**src/hdl/scgb_pkg.sv**
```systemverilog
// Package: register map, field layout and types of the sleep clock gate bank
package scgb_pkg;

    // ************************************************************
    // Register offsets
    // ************************************************************
    localparam logic [11:0] SCGB_OFF_RUN_GATE   = 12'h104;
    localparam logic [11:0] SCGB_OFF_SLEEP_GATE = 12'h114;
    localparam logic [11:0] SCGB_OFF_DEEP_GATE  = 12'h124;
    localparam logic [11:0] SCGB_OFF_RUN_CFG    = 12'h060;
    localparam logic [11:0] SCGB_OFF_MODE       = 12'h200;
    localparam logic [11:0] SCGB_OFF_IRQ_STAT   = 12'h204;
    localparam logic [11:0] SCGB_OFF_IRQ_EN     = 12'h208;
    localparam logic [11:0] SCGB_OFF_IRQ_CLR    = 12'h20C;
    localparam logic [11:0] SCGB_OFF_FAULT_ADDR = 12'h210;

    // ************************************************************
    // Field layout and reset values
    // ************************************************************
    localparam logic [31:0] SCGB_GATE_WMASK  = 32'h0707_1133;
    localparam logic [31:0] SCGB_GATE_RESET  = 32'h0000_0000;
    localparam int          SCGB_AUTO_GATE_BIT = 27;
    localparam logic [31:0] SCGB_RUN_CFG_RESET = 32'h0000_0000;
    localparam int          SCGB_NUM_UNITS   = 11;
    localparam int          SCGB_IRQ_FAULT   = 0;
    localparam int          SCGB_IRQ_UNMAPPED = 1;
    localparam int          SCGB_IRQ_W       = 2;

    // Gate bit of each unit, in unit index order
    localparam int SCGB_UNIT_BIT [SCGB_NUM_UNITS] =
        '{0, 1, 4, 5, 8, 12, 16, 17, 18, 24, 25};
    localparam int SCGB_UNIT_BIT_LAST = 26;

    // ************************************************************
    // Types
    // ************************************************************
    typedef enum logic [2:0]
    {
        SCGB_MODE_RUN   = 3'b001,
        SCGB_MODE_SLEEP = 3'b010,
        SCGB_MODE_DEEP  = 3'b100
    } scgb_mode_e;

    typedef struct packed
    {
        logic        valid;
        logic        write;
        logic [3:0]  unit;
    } scgb_unit_req_s;

endpackage : scgb_pkg

```
**src/hdl/scgb_top.sv**
```systemverilog
// Sleep-mode clock gate bank with APB register slave and unit access check
module scgb_top
    import scgb_pkg::*;
(
    // Clock and reset
    input  wire logic                  core_clk,
    input  wire logic                  rst_n,
    // APB slave
    input  wire logic                  psel,
    input  wire logic                  penable,
    input  wire logic                  pwrite,
    input  wire logic [11:0]           paddr,
    input  wire logic [31:0]           pwdata,
    output logic                       pready,
    output logic [31:0]                prdata,
    output logic                       pslverr,
    // Unit access check from the system bus
    input  scgb_pkg::scgb_unit_req_s   unit_req,
    output logic                       unit_fault,
    // Unit clock enables, in unit index order
    output logic [10:0]                unit_clk_en,
    // Interrupt
    output logic                       irq
);
    import scgb_pkg::*;

    // ************************************************************
    // Reset release
    // ************************************************************
    logic rst_s1_q;
    logic rst_s2_q;
    always_ff @(posedge core_clk or negedge rst_n)
    begin
        if (!rst_n)
        begin
            rst_s1_q <= 1'b0;
            rst_s2_q <= 1'b0;
        end
        else
        begin
            rst_s1_q <= 1'b1;
            rst_s2_q <= rst_s1_q;
        end
    end
    wire logic rstn_i = rst_s2_q;

    // ************************************************************
    // APB decode
    // ************************************************************
    logic        acc;
    logic        wr;
    logic        mapped;
    logic [31:0] rd_d;
    assign acc = psel && penable && pready;
    assign wr  = acc && pwrite;

    logic [31:0] run_gate_q;
    logic [31:0] sleep_gate_q;
    logic [31:0] deep_gate_q;
    logic [31:0] run_cfg_q;
    scgb_mode_e  mode_q;
    logic [SCGB_IRQ_W-1:0] irq_stat_q;
    logic [SCGB_IRQ_W-1:0] irq_en_q;
    logic [31:0] fault_addr_q;

    always_comb
    begin
        mapped = 1'b1;
        rd_d   = 32'h0000_0000;
        case (paddr)
            SCGB_OFF_RUN_GATE:   rd_d = run_gate_q;
            SCGB_OFF_SLEEP_GATE: rd_d = sleep_gate_q;
            SCGB_OFF_DEEP_GATE:  rd_d = deep_gate_q;
            SCGB_OFF_RUN_CFG:    rd_d = run_cfg_q;
            SCGB_OFF_MODE:       rd_d = {29'h0, mode_q};
            SCGB_OFF_IRQ_STAT:   rd_d = {30'h0, irq_stat_q};
            SCGB_OFF_IRQ_EN:     rd_d = {30'h0, irq_en_q};
            SCGB_OFF_IRQ_CLR:    rd_d = 32'h0000_0000;
            SCGB_OFF_FAULT_ADDR: rd_d = fault_addr_q;
            default:             mapped = 1'b0;
        endcase
    end

    // One wait state: ready rises in the access phase, answer then
    always_ff @(posedge core_clk or negedge rstn_i)
    begin
        if (!rstn_i)
        begin
            pready  <= 1'b0;
            prdata  <= 32'h0000_0000;
            pslverr <= 1'b0;
        end
        else
        begin
            pready  <= psel && penable && !pready;
            prdata  <= (psel && penable && !pready && !pwrite) ? rd_d : 32'h0000_0000;
            pslverr <= psel && penable && !pready && !mapped;
        end
    end

    // ************************************************************
    // Gate registers
    // ************************************************************
    // Reserved bits are masked away on write so they always read zero
    always_ff @(posedge core_clk or negedge rstn_i)
    begin
        if (!rstn_i)
        begin
            run_gate_q   <= SCGB_GATE_RESET;
            sleep_gate_q <= SCGB_GATE_RESET;
            deep_gate_q  <= SCGB_GATE_RESET;
        end
        else if (wr && !pslverr)
        begin
            if (paddr == SCGB_OFF_RUN_GATE)
                run_gate_q <= pwdata & SCGB_GATE_WMASK;
            if (paddr == SCGB_OFF_SLEEP_GATE)
                sleep_gate_q <= pwdata & SCGB_GATE_WMASK;
            if (paddr == SCGB_OFF_DEEP_GATE)
                deep_gate_q <= pwdata & SCGB_GATE_WMASK;
        end
    end

    always_ff @(posedge core_clk or negedge rstn_i)
    begin
        if (!rstn_i)
        begin
            run_cfg_q <= SCGB_RUN_CFG_RESET;
            mode_q    <= SCGB_MODE_RUN;
        end
        else if (wr)
        begin
            if (paddr == SCGB_OFF_RUN_CFG)
                run_cfg_q <= pwdata;
            if (paddr == SCGB_OFF_MODE)
            begin
                case (pwdata[2:0])
                    SCGB_MODE_SLEEP: mode_q <= SCGB_MODE_SLEEP;
                    SCGB_MODE_DEEP:  mode_q <= SCGB_MODE_DEEP;
                    default:         mode_q <= SCGB_MODE_RUN;
                endcase
            end
        end
    end

    // ************************************************************
    // Active gate selection
    // ************************************************************
    logic        auto_gating_select;
    logic [31:0] act_gate;
    assign auto_gating_select = run_cfg_q[SCGB_AUTO_GATE_BIT];

    always_comb
    begin
        act_gate = run_gate_q;
        if (auto_gating_select)
        begin
            case (mode_q)
                SCGB_MODE_SLEEP: act_gate = sleep_gate_q;
                SCGB_MODE_DEEP:  act_gate = deep_gate_q;
                default:         act_gate = run_gate_q;
            endcase
        end
    end

    // Unit order: async 0,1; sync 0,1; encoder; two-wire; counters 0..2; comparators 0,1
    logic [10:0] en_d;
    always_comb
    begin
        en_d[0]  = act_gate[0];
        en_d[1]  = act_gate[1];
        en_d[2]  = act_gate[4];
        en_d[3]  = act_gate[5];
        en_d[4]  = act_gate[8];
        en_d[5]  = act_gate[12];
        en_d[6]  = act_gate[16];
        en_d[7]  = act_gate[17];
        en_d[8]  = act_gate[18];
        en_d[9]  = act_gate[24];
        en_d[10] = act_gate[25];
    end

    // Comparator 2 sits on bit 26; its enable only feeds the fault check, not unit_clk_en
    logic cmp2_en;
    assign cmp2_en = act_gate[SCGB_UNIT_BIT_LAST];

    always_ff @(posedge core_clk or negedge rstn_i)
    begin
        if (!rstn_i)
            unit_clk_en <= 11'h000;
        else
            unit_clk_en <= en_d;
    end

    // ************************************************************
    // Unit access fault
    // ************************************************************
    // Unit index 11 addresses comparator 2; above that nothing is gated
    logic req_off;
    always_comb
    begin
        if (unit_req.unit == 4'hB)
            req_off = !cmp2_en;
        else if (unit_req.unit > 4'hA)
            req_off = 1'b0;
        else
            req_off = !en_d[unit_req.unit];
    end

    always_ff @(posedge core_clk or negedge rstn_i)
    begin
        if (!rstn_i)
        begin
            unit_fault   <= 1'b0;
            fault_addr_q <= 32'h0000_0000;
        end
        else
        begin
            unit_fault <= unit_req.valid && req_off;
            if (unit_req.valid && req_off)
                fault_addr_q <= {26'h0, unit_req.write, 1'b0, unit_req.unit};
        end
    end

    // ************************************************************
    // Interrupts
    // ************************************************************
    logic [SCGB_IRQ_W-1:0] ev;
    assign ev = {pslverr && pready, unit_fault};

    // Set wins over a clear in the same cycle
    always_ff @(posedge core_clk or negedge rstn_i)
    begin
        if (!rstn_i)
        begin
            irq_stat_q <= '0;
            irq_en_q   <= '0;
            irq        <= 1'b0;
        end
        else
        begin
            if (wr && paddr == SCGB_OFF_IRQ_CLR)
                irq_stat_q <= (irq_stat_q & ~pwdata[SCGB_IRQ_W-1:0]) | ev;
            else
                irq_stat_q <= irq_stat_q | ev;
            if (wr && paddr == SCGB_OFF_IRQ_EN)
                irq_en_q <= pwdata[SCGB_IRQ_W-1:0];
            irq <= |(irq_stat_q & irq_en_q);
        end
    end

    // ************************************************************
    // Checks
    // ************************************************************
    AST_RESET_ZERO: assert property (@(posedge core_clk) !rstn_i |=> unit_clk_en == 11'h000)
        else $error("Enables not zero after reset");
    AST_FAULT_OFF: assert property (@(posedge core_clk) disable iff (!rstn_i)
        unit_req.valid && unit_req.unit < 4'hB && !en_d[unit_req.unit] |=> unit_fault)
        else $error("Access to gated unit did not fault");
    AST_NO_FAULT_ON: assert property (@(posedge core_clk) disable iff (!rstn_i)
        unit_req.valid && unit_req.unit < 4'hB && en_d[unit_req.unit] |=> !unit_fault)
        else $error("Fault on clocked unit");
    AST_RSVD_ZERO: assert property (@(posedge core_clk) disable iff (!rstn_i)
        (sleep_gate_q & ~SCGB_GATE_WMASK) == 32'h0)
        else $error("Reserved bit set");
    AST_SLEEP_USED: assert property (@(posedge core_clk) disable iff (!rstn_i)
        auto_gating_select && mode_q == SCGB_MODE_SLEEP |=> unit_clk_en[6] == $past(sleep_gate_q[16]))
        else $error("Sleep gate not applied");
    AST_RUN_USED: assert property (@(posedge core_clk) disable iff (!rstn_i)
        !auto_gating_select |=> unit_clk_en[5] == $past(run_gate_q[12]))
        else $error("Run gate not governing");
    AST_SLEEP_WRITE: assert property (@(posedge core_clk) disable iff (!rstn_i)
        wr && paddr == SCGB_OFF_SLEEP_GATE |=> sleep_gate_q[8] == $past(pwdata[8]))
        else $error("Sleep gate write lost");
    AST_IRQ_LEVEL: assert property (@(posedge core_clk) disable iff (!rstn_i)
        |(irq_stat_q & irq_en_q) |=> irq)
        else $error("Interrupt not raised");
    AST_IRQ_DROP: assert property (@(posedge core_clk) disable iff (!rstn_i)
        !(|(irq_stat_q & irq_en_q)) |=> !irq)
        else $error("Interrupt high with nothing pending");
    AST_PREADY_PULSE: assert property (@(posedge core_clk) disable iff (!rstn_i)
        pready |=> !pready)
        else $error("Ready held longer than one cycle");
    AST_UNMAPPED_ERR: assert property (@(posedge core_clk) disable iff (!rstn_i)
        psel && penable && !pready && !mapped |=> pready && pslverr)
        else $error("Unmapped access without error");
    AST_RUN_RSVD: assert property (@(posedge core_clk) disable iff (!rstn_i)
        (run_gate_q & ~SCGB_GATE_WMASK) == 32'h0)
        else $error("Reserved run gate bit set");
    AST_DEEP_RSVD: assert property (@(posedge core_clk) disable iff (!rstn_i)
        (deep_gate_q & ~SCGB_GATE_WMASK) == 32'h0)
        else $error("Reserved deep gate bit set");
    AST_DEEP_USED: assert property (@(posedge core_clk) disable iff (!rstn_i)
        auto_gating_select && mode_q == SCGB_MODE_DEEP |=> unit_clk_en[4] == $past(deep_gate_q[8]))
        else $error("Deep gate not applied");
    AST_COUNTER_MAP: assert property (@(posedge core_clk) disable iff (!rstn_i)
        1'b1 |=> unit_clk_en[8:6] == $past(act_gate[18:16]))
        else $error("Counter enables misrouted");
    AST_TWO_WIRE_MAP: assert property (@(posedge core_clk) disable iff (!rstn_i)
        1'b1 |=> unit_clk_en[5] == $past(act_gate[12]))
        else $error("Two-wire enable misrouted");
    AST_ENCODER_MAP: assert property (@(posedge core_clk) disable iff (!rstn_i)
        1'b1 |=> unit_clk_en[4] == $past(act_gate[8]))
        else $error("Encoder enable misrouted");
    AST_SYNC_MAP: assert property (@(posedge core_clk) disable iff (!rstn_i)
        1'b1 |=> unit_clk_en[3:2] == $past(act_gate[5:4]))
        else $error("Sync serial enables misrouted");
    AST_ASYNC_MAP: assert property (@(posedge core_clk) disable iff (!rstn_i)
        1'b1 |=> unit_clk_en[1:0] == $past(act_gate[1:0]))
        else $error("Async port enables misrouted");
    AST_CMP_MAP: assert property (@(posedge core_clk) disable iff (!rstn_i)
        1'b1 |=> unit_clk_en[10:9] == $past(act_gate[25:24]))
        else $error("Comparator enables misrouted");
    AST_CMP2_FAULT: assert property (@(posedge core_clk) disable iff (!rstn_i)
        unit_req.valid && unit_req.unit == 4'hB && !cmp2_en |=> unit_fault)
        else $error("Gated comparator 2 did not fault");
    AST_CMP2_OK: assert property (@(posedge core_clk) disable iff (!rstn_i)
        unit_req.valid && unit_req.unit == 4'hB && cmp2_en |=> !unit_fault)
        else $error("Fault on clocked comparator 2");
    // Covers for the main scenarios
    COV_DEEP: cover property (@(posedge core_clk) auto_gating_select && mode_q == SCGB_MODE_DEEP);
    COV_BUS_ERR: cover property (@(posedge core_clk) pready && pslverr);
    COV_FAULT: cover property (@(posedge core_clk) unit_fault);
    COV_SLEEP: cover property (@(posedge core_clk) auto_gating_select && mode_q == SCGB_MODE_SLEEP);
    COV_IRQ: cover property (@(posedge core_clk) irq);

endmodule : scgb_top

```
**config.mk**
```make
export PLATFORM = sky130hd
export DESIGN_NAME = scgb_top
export DESIGN_NICKNAME = d
export VERILOG_FILES = /design/src/hdl/scgb_pkg.sv /design/src/hdl/scgb_top.sv
export SDC_FILE = /design/constraint.sdc
export NUM_CORES = 1
export LEC_CHECK = 0
export ABC_AREA = 1
export BUFFER_PORTS_ARGS = -buffer_cell sky130_fd_sc_hd__buf_4
export CELL_PAD_IN_SITES_DETAIL_PLACEMENT = 0
export CELL_PAD_IN_SITES_GLOBAL_PLACEMENT = 1
export CORE_ASPECT_RATIO = 1.2
export CORE_MARGIN = 10
export CORE_UTILIZATION = 38
export DETAILED_ROUTE_END_ITERATION = 8
export GPL_TIMING_DRIVEN = 0
export PLACE_DENSITY_LB_ADDON = 0.2
export REMOVE_ABC_BUFFERS = 1
export SLEW_MARGIN = 20
export SYNTH_ARGS = -nofsm -noshare
export SYNTH_HDL_FRONTEND = slang
export SYNTH_SLANG_ARGS = --single-unit
```
**constraint.sdc**
```tcl
create_clock -name core_clk -period 3.5 [get_ports core_clk]
set_input_delay 0.35 -clock core_clk [delete_from_list [all_inputs] [get_ports core_clk]]
set_output_delay 0.35 -clock core_clk [all_outputs]
set_load 0.005 [all_outputs]
```
==> flow_metrics.env, run 1 <==
export IMPL_setup_viol=0
export IMPL_synth_cell_type_count=40
export IMPL_core_area_um2=14400
export IMPL_critPathLaunch="paddr[0]"
export IMPL_async_reset_ff_frac=1.00
export IMPL_critPathCapture="run_cfg_q[3]"
export IMPL_path_clk_slew_ns=0.06
export IMPL_syn_inst=618
export IMPL_hold_class="primary input to flip-flop"
export IMPL_fp_dieH_um=153
export IMPL_synth_enable_flop_cells=0
export IMPL_avgSynthCellArea_um2=9.06
export IMPL_cts_setup_buffers=0
export IMPL_hold_viol=0
export IMPL_utilization=0.496
export IMPL_finalSetupTns_ns=0
export IMPL_grt_use_total=0.158
export IMPL_grt_pass1_wl_mm=24.6
export IMPL_tightest_slew_ns=1.06
export IMPL_worstPathArrival_ns=3.18
export IMPL_synth_main_ff_cell="dfrtp_1"
export IMPL_synth_seq_area_share=0.577
export IMPL_fin_skew_ns=0.00791
export IMPL_final_cell_mix="180 x nand2_1, 127 x dfrtp_1, 101 x buf_4"
export IMPL_cp_required_ns=3.80
export IMPL_timing_rr_end="fault_addr_q[2]"
export IMPL_postRouteWirelength_mm=15.1
export IMPL_ir_worst_vdd_mv=0.303
export IMPL_antenna_cells=0
export IMPL_drive_gt1_frac=0.243
export IMPL_path_class="primary input to flip-flop"
export IMPL_ios=102
export IMPL_ys_warn_count=0
export IMPL_finalCritPeriodShare=0.824
export IMPL_io_buffers=101
export IMPL_p_leak_uw=0.00359
export IMPL_antenna_found_initial=0
export IMPL_grt_pass1_vias=4713
export IMPL_root_buffer="clkbuf_16"
export IMPL_rows=48
export IMPL_rsz0062_at_grt="no"
export IMPL_overflow=0
export IMPL_reg2reg_slack_ns=1.26
export IMPL_worst_setup_path_end_kind="flip-flop"
export IMPL_cp_max_fo=45
export IMPL_drv_slew=0
export IMPL_max_slew_margin=0.289
export IMPL_pre_cts_slack_ns=0.150
export IMPL_status="finished, final reports clean"
export IMPL_setup_slack_ns=0.615
export IMPL_maxCapViolCount=0
export IMPL_cts_max_path_buffers=2
export IMPL_dp_hpwl_mm=10.6
export IMPL_cts_sinks=129
export IMPL_drtAntennaViolNets=0
export IMPL_cts_htree_levels=4
export IMPL_cts_buffers=17
export IMPL_reg2regPathDepth=16
export IMPL_start_util=0.389
export IMPL_fp_dieW_um=131
export IMPL_dp_cells=874
export IMPL_layout_min_cycle_time_ns=2.88
export IMPL_synth_top_area_frac=0.572
export IMPL_final_cell_count_no_fill=907
export IMPL_power_total_uw=3470
export IMPL_cts_tree="done"
export IMPL_clock_fmax_mhz=347
export IMPL_r2r_start="mode_q[2]"
export IMPL_yosys_top_cells_area="dfrtp_1 57%, nand2_1 12%, o21ai_0 5.5%"
export IMPL_remaining_drc_errors=0
export IMPL_netlist_area_um2=5600
export IMPL_synth_top_area_cell="dfrtp_1"
export IMPL_first_pass_iters=5
export IMPL_die_area_um2=20000
export IMPL_syn2layout_area_growth_pct=27.6
export IMPL_grt_max_degree=53
export IMPL_nets=774
export IMPL_post_drt_wl_per_cell_um=16.7
export IMPL_final_common_cell="nand2_1"
export IMPL_clk_latency_ns=0.42
export IMPL_place_gp_congestion=0.807
export IMPL_drt_iter0_drc=340
export IMPL_drt_vias_per_instance=4.96
export IMPL_ys_ff_latch=129
export IMPL_vias=4503
export IMPL_p_per_area_nw_per_um2=486
export IMPL_start_kind="primary input"
## timing repair
action                                 4_1_cts  5_1_grt
setup endpoints to repair                    0        0
gates resized for setup                      0        0
endpoints found under the hold margin        2        0
hold buffers                                 1        0
## cells by family after synthesis
kind of cell	after synthesis	synth area share
AND/OR/NAND/NOR	292	0.226
buffers and inverters	81	0.0596
AO/OA/AOI/OAI	96	0.0992
flip-flops	129	0.577
multiplexers	19	0.0382
other	1	0.000670
## worst min-delay path by stage
| stage | start | to | slack [ns] | depth (start not counted) |
|---|---|---|---|---|
| after floorplan | rst_n | rst_s1_q | 0.05 | 0 |
| after global placement | rst_n | rst_s2_q | 0.13 | 1 |
| after detailed placement | rst_n | rst_s1_q | 0.14 | 1 |
| after CTS | pwdata[7] | run_cfg_q[7] | 0.13 | 2 |
| after global routing | pwdata[31] | run_cfg_q[31] | 0.13 | 2 |
| final | pwdata[7] | run_cfg_q[7] | 0.14 | 2 |
## critical path, stage by stage
cell and delay, ns:
buf_4 0.11, inv_1 0.06, nand2_1 0.08, nor2_2 0.14
nand2_1 0.08, nor3_1 0.13, nand2_1 0.48, inv_2 0.52
nand2_2 0.68, mux2_1 0.55
## final cells by class
cell class / count / area [um^2]
fillers: 1409 / 7270
flip-flops and latches: 129 / 3230
multi-input cells: 408 / 2040
repair buffers: 104 / 816
clock buffers: 19 / 453
inverters: 59 / 224
well taps: 175 / 219
clock inverters: 13 / 161
## state kept, by name, summed over array words and instances (netlist names), 2 cells and up
signal        flops
sleep_gate_q     12
fault_addr_q      5
run_cfg_q        32
prdata           32
irq_stat_q        2
deep_gate_q      12
mode_q            3
irq_en_q          2
unit_clk_en      11
run_gate_q       12
## power by group
part	internal (uW)	total (uW)	switching, uW
clock network	1150	1810	653
logic	63.2	139	75.9
registers	1510	1520	17.5
total	2720	3470	747
## per-stage QoR
stage,hold WS (ns),area (um^2)
finish,0.143,7150
global route,0.132,7150
CTS,0.127,7140
detailed placement,0.135,6520
global placement,0.133,6470
floorplan,0.0544,5490
## per-layer routing
metal | vias up | share of wire | routed length (um) | GRT usage
li1 | 2207 | - | - | -
met1 | 2146 | 0.40 | 6050 | 0.182
met2 | 124 | 0.50 | 7590 | 0.260
met3 | 26 | 0.079 | 1190 | 0.0550
met4 | 0 | 0.020 | 297 | 0.0653
met5 | - | 0 | 0 | 0
## cell usage after synthesis (2+ instances only)
cell type,n
inv_2,3
a21oi_1,9
a221oi_1,6
and2_1,2
buf_2,7
dfrtp_1,128
mux2_1,3
o21a_1,3
a22o_1,2
nor3_1,5
inv_1,54
o211ai_1,3
mux2_2,16
nand3_1,24
nor2_1,52
a211oi_1,2
o21ai_0,61
nand2_4,5
o22ai_1,4
nand2_2,9
clkbuf_1,12
nand4_1,11
nand2_1,180
Power figures use the tool's default switching activity.
==> run 2: changes to the inputs <==
Settings changed: CORE_UTILIZATION 38 to 42.
Clock period 3.5 ns to 2.85 ns, I/O delays scaled along.
==> run 2 against run 1 <==
  * Cell area grew 0.81%
  * Sequential power grew 23%
  * Via count grew 1.3%
  * Flip-flop and latch count is the same
  * Power grew 29%
  * Critical path type unchanged
  * Largest cell class unchanged
==> flow_metrics.env, run 2 (synthesis results as in run 1) <==
export IMPL_antenna_found_initial=0
export IMPL_fp_dieW_um=125
export IMPL_cts_htree_levels=4
export IMPL_path_clk_slew_ns=0.06
export IMPL_path_cells="buf_4 > inv_1 > nand4_1 > nor2_1 > nand2_1 > nor2_1 > nand2_2 > o21ai_0"
export IMPL_cpPeakStageDelay_ns=0.90
export IMPL_worst_setup_path_end_kind="flip-flop"
export IMPL_clk_latency_ns=0.42
export IMPL_hold_start="pwdata[3]"
export IMPL_hold_viol=0
export IMPL_core_area_um2=13100
export IMPL_dp_hpwl_mm=10.3
export IMPL_drt_vias_per_instance=5.07
export IMPL_dp_cells=867
export IMPL_layout_min_cycle_time_ns=2.54
export IMPL_cts_buffers=17
export IMPL_r2r_start="mode_q[2]"
export IMPL_pre_cts_slack_ns=-0.450
export IMPL_cp_max_fo=24
export IMPL_max_slew_margin=0.207
export IMPL_grt_pass1_wl_mm=24.4
export IMPL_worstPathArrival_ns=2.85
export IMPL_ir_worst_vdd_mv=0.468
export IMPL_io_buffers=101
export IMPL_cts_tree="done"
export IMPL_reg2reg_slack_ns=0.61
export IMPL_clock_fmax_mhz=394
export IMPL_hold_class="primary input to flip-flop"
export IMPL_drtAntennaViolNets=0
export IMPL_crit_buf_inv=2
export IMPL_ios=102
export IMPL_root_buffer="clkbuf_16"
export IMPL_cp_required_ns=3.16
export IMPL_p_per_area_nw_per_um2=622
export IMPL_drv_slew=0
export IMPL_multi_input_area_um2=2050
export IMPL_cp_common_cell="nor2_1"
export IMPL_final_common_cell="nand2_1"
export IMPL_setup_viol=0
export IMPL_rows=46
export IMPL_first_pass_iters=5
export IMPL_grt_pass1_vias=4774
export IMPL_n_fill_cell=1210
export IMPL_drt_iter0_drc=333
export IMPL_cp_top_family="simple AND/OR/NAND/NOR gates"
export IMPL_remaining_drc_errors=0
export IMPL_seq_area_um2=3230
export IMPL_utilization=0.549
export IMPL_maxCapViolCount=0
export IMPL_finalCritPeriodShare=0.891
export IMPL_fp_dieH_um=146
export IMPL_met3_length_mm=1.04
export IMPL_setup_slack_ns=0.309
export IMPL_nets=774
export IMPL_die_area_um2=18400
export IMPL_reg_top3="prdata (32), run_cfg_q (32)"
export IMPL_status="finished, final reports clean"
export IMPL_overflow=0
export IMPL_grt_use_total=0.165
export IMPL_place_gp_congestion=0.833
export IMPL_crit_path_top_delay_cell="nor2_1"
export IMPL_path_class="primary input to flip-flop"
export IMPL_cts_sinks=129
export IMPL_vias=4563
export IMPL_fin_skew_ns=0.00737
export IMPL_start_kind="primary input"
export IMPL_final_cell_mix="179 x nand2_1, 127 x dfrtp_1, 101 x buf_4"
export IMPL_p_leak_uw=0.00364
export IMPL_rsz0062_at_grt="no"
export IMPL_cts_max_path_buffers=2
export IMPL_wl_met1_mm=6.06
export IMPL_start_util=0.427
export IMPL_drive_gt1_frac=0.243
export IMPL_highest_layer="met4"
export IMPL_critPathLaunch="paddr[3]"
export IMPL_post_drt_wl_per_cell_um=16.5
export IMPL_tightest_slew_ns=1.19
export IMPL_antenna_cells=0
export IMPL_dr_wl_met2_mm=7.40
export IMPL_syn2layout_area_growth_pct=28.6
export IMPL_final_cell_count_no_fill=900
export IMPL_grt_max_degree=52
export IMPL_postRouteWirelength_mm=14.9
==> run 2: final timing paths <==
check	endpoint	cells past startpoint
max	run_gate_q[0]	8
min	run_cfg_q[3]	2
max reg2reg	fault_addr_q[3]	16
min reg2reg	run_cfg_q[20]	0
max in group asynchronous	mode_q[0]	2
min in group asynchronous	rst_s1_q	2
==> run 2: metal layers <==
metal / track usage / vias to the layer above
met5: 0 / -
met3: 0.0569 / 21
met2: 0.270 / 126
met1: 0.188 / 2216
met4: 0.0790 / 0
li1: - / 2200
==> run 2: layout make-up <==
cell class,count,share of cell area
inverters,59,0.0311
flip-flops and latches,129,0.449
repair buffers,104,0.113
clock inverters,9,0.0243
clock buffers,23,0.0691
multi-input cells,408,0.284
well taps,168,0.0292
==> run 2: report_power, final <==
part | switching [uW] | total [uW] | internal, uW
registers | 19.4 | 1870 | 1850
clock network | 774 | 2440 | 1660
logic | 94.4 | 172 | 77.7
total | 887 | 4480 | 3590
==> run 2: through the flow <==
step | power [uW] | hold slack, ns | setup TNS (ns) | cell area, um^2
after global placement | 2060 | 0.0679 | -315.96 | 6460
after floorplan | 1970 | -0.0106 | -127.09 | 5490
after detailed placement | 2080 | 0.0690 | -14.66 | 6510
after CTS | 4520 | 0.0582 | 0 | 7200
after global routing | 4620 | 0.0702 | 0 | 7200
final | 4480 | 0.0735 | 0 | 7200
==> run 2: repair_timing <==
item,4_1_cts,5_1_grt
setup buffers,0,0
hold buffers,1,0
setup endpoints to repair,6,12
hold endpoints to repair,2,0
gates resized for setup,1,1
==> run 3: changes to the inputs <==
Settings changed: CORE_MARGIN 10 to 8.
==> run 3 against run 2 <==
  * Register-to-register slack worse by 0.03 ns
  * Fmax down 0.82%
  * Count of clock-buffer cells in the layout shrank 2
  * Worst hold slack improved by 0.010 ns
  * Flip-flop and latch count stayed put
  * Critical path depth stayed put
  * First-iteration DRC count shrank 6.3%
==> flow_metrics.env, run 3 (synthesis results as in run 1) <==
export IMPL_p_per_area_nw_per_um2=571
export IMPL_multi_input_area_um2=2050
export IMPL_hold_class="primary input to flip-flop"
export IMPL_hold_viol=0
export IMPL_power_total_uw=4050
export IMPL_core_area_um2=13100
export IMPL_final_common_cell="nand2_1"
export IMPL_fp_dieW_um=121
export IMPL_maxCapViolCount=0
export IMPL_clk_latency_ns=0.41
export IMPL_clock_fmax_mhz=390
export IMPL_cp_max_fo=24
export IMPL_remaining_drc_errors=0
export IMPL_final_cell_mix="179 x nand2_1, 127 x dfrtp_1, 101 x buf_4"
export IMPL_place_gp_congestion=0.831
export IMPL_cp_required_ns=3.16
export IMPL_n_fill_cell=1240
export IMPL_rsz0062_at_grt="no"
export IMPL_fin_hold_ws_ns=0.0839
export IMPL_setup_viol=0
export IMPL_drt_vias_per_instance=5.06
export IMPL_drv_slew=0
export IMPL_postRouteWirelength_mm=14.6
export IMPL_cts_buffers=17
export IMPL_fp_dieH_um=142
export IMPL_overflow=0
export IMPL_ir_worst_vdd_mv=0.391
export IMPL_root_buffer="clkbuf_16"
export IMPL_drtAntennaViolNets=0
export IMPL_grt_max_degree=47
export IMPL_dp_hpwl_mm=10.1
export IMPL_syn2layout_area_growth_pct=26.7
export IMPL_die_area_um2=17300
export IMPL_r2r_start="mode_q[2]"
export IMPL_vias=4554
export IMPL_max_slew_margin=0.201
export IMPL_first_pass_iters=5
export IMPL_dp_cells=867
export IMPL_rows=46
export IMPL_path_class="primary input to flip-flop"
export IMPL_hold_start="pwdata[7]"
export IMPL_p_leak_uw=0.00360
export IMPL_drive_gt1_frac=0.243
export IMPL_path_clk_slew_ns=0.05
export IMPL_cts_htree_levels=4
export IMPL_fin_skew_ns=0.00731
export IMPL_finalCritPeriodShare=0.899
export IMPL_seq_area_um2=3230
export IMPL_grt_use_total=0.180
export IMPL_status="finished, final reports clean"
export IMPL_reg_top3="prdata (32), run_cfg_q (32)"
export IMPL_io_buffers=101
export IMPL_grt_pass1_wl_mm=24.0
export IMPL_start_kind="primary input"
export IMPL_antenna_cells=0
export IMPL_cts_tree="done"
export IMPL_cts_max_path_buffers=2
export IMPL_start_util=0.427
export IMPL_layout_min_cycle_time_ns=2.56
export IMPL_antenna_found_initial=0
export IMPL_post_drt_wl_per_cell_um=16.2
export IMPL_nets=774
export IMPL_cts_sinks=129
export IMPL_grt_pass1_vias=4710
export IMPL_drt_iter0_drc=312
export IMPL_tightest_slew_ns=1.19
export IMPL_final_cell_count_no_fill=900
export IMPL_ios=102
export IMPL_critPathLaunch="paddr[3]"
export IMPL_cts_setup_buffers=0
export IMPL_worstPathArrival_ns=2.87
export IMPL_worst_setup_path_end_kind="flip-flop"
[run 3: cell types whose count changed in the layout (fill, tap and decap cells not counted)]
cell / previous run / this run
bufinv_16: 5 / 1
clkbuf_8: 5 / 3
buf_12: 1 / 0
buf_16: 1 / 2
clkinvlp_4: 2 / 3
clkinv_2: 2 / 7
[run 3: power by group]
part           total (uW)  switching [uW]  internal, uW  leakage [uW]
combinational         172            93.5          78.8       0.00156
sequential           1870            19.7          1850       0.00177
clock                2010             755          1250      0.000274
total                4050             868          3180       0.00360
[run 3: repair_timing]
action | 4_1_cts | 5_1_grt
hold buffers | 1 | 0
resized for setup | 0 | 2
endpoints found under the setup margin | 0 | 44
hold endpoints to repair | 2 | 0
[run 3: stage by stage]
stage | utilization | setup slack (ns) | setup TNS [ns] | area, um^2
detailed placement | 0.497 | -0.446 | -18.23 | 6520
CTS | 0.540 | 0.000487 | 0 | 7090
global route | 0.541 | 0.0982 | 0 | 7100
global placement | 0.492 | -2.35 | -312.80 | 6460
floorplan | - | -1.01 | -127.09 | 5490
finish | 0.541 | 0.288 | 0 | 7100
[run 3: layer usage]
layer	wire length (um)	up-vias	track usage
li1	-	2204	-
met1	5860	2187	0.208
met2	7320	143	0.299
met3	1160	20	0.0611
met4	257	0	0.0735
met5	0	-	0
[run 3: layout make-up]
cell class	count	area share
Sequential cell	129	0.456
Timing Repair Buffer	104	0.116
Multi-Input combinational cell	408	0.288
Inverter	59	0.0316
Tap cell	168	0.0296
Clock buffer	21	0.0663
Clock inverter	11	0.0123
[run 3: final timing paths]
check | endpoint | slack (ns) | cells after the start
worst max-delay path | run_gate_q[5] | 0.29 | 8
worst min-delay path | run_cfg_q[7] | 0.08 | 2
worst max register to register | fault_addr_q[0] | 0.58 | 16
worst min register to register | run_cfg_q[27] | 0.30 | 0
max in group asynchronous | mode_q[0] | 1.63 | 2
min in group asynchronous | rst_s2_q | 0.19 | 2
[run 3: worst max-delay path, cell delays in order]
cell and delay (ns):
buf_4 0.12, inv_1 0.14, nand4_1 0.15, nor2_1 0.16, nand2_1 0.12, nor2_1 0.91
nand2_2 0.58, o21ai_0 0.38
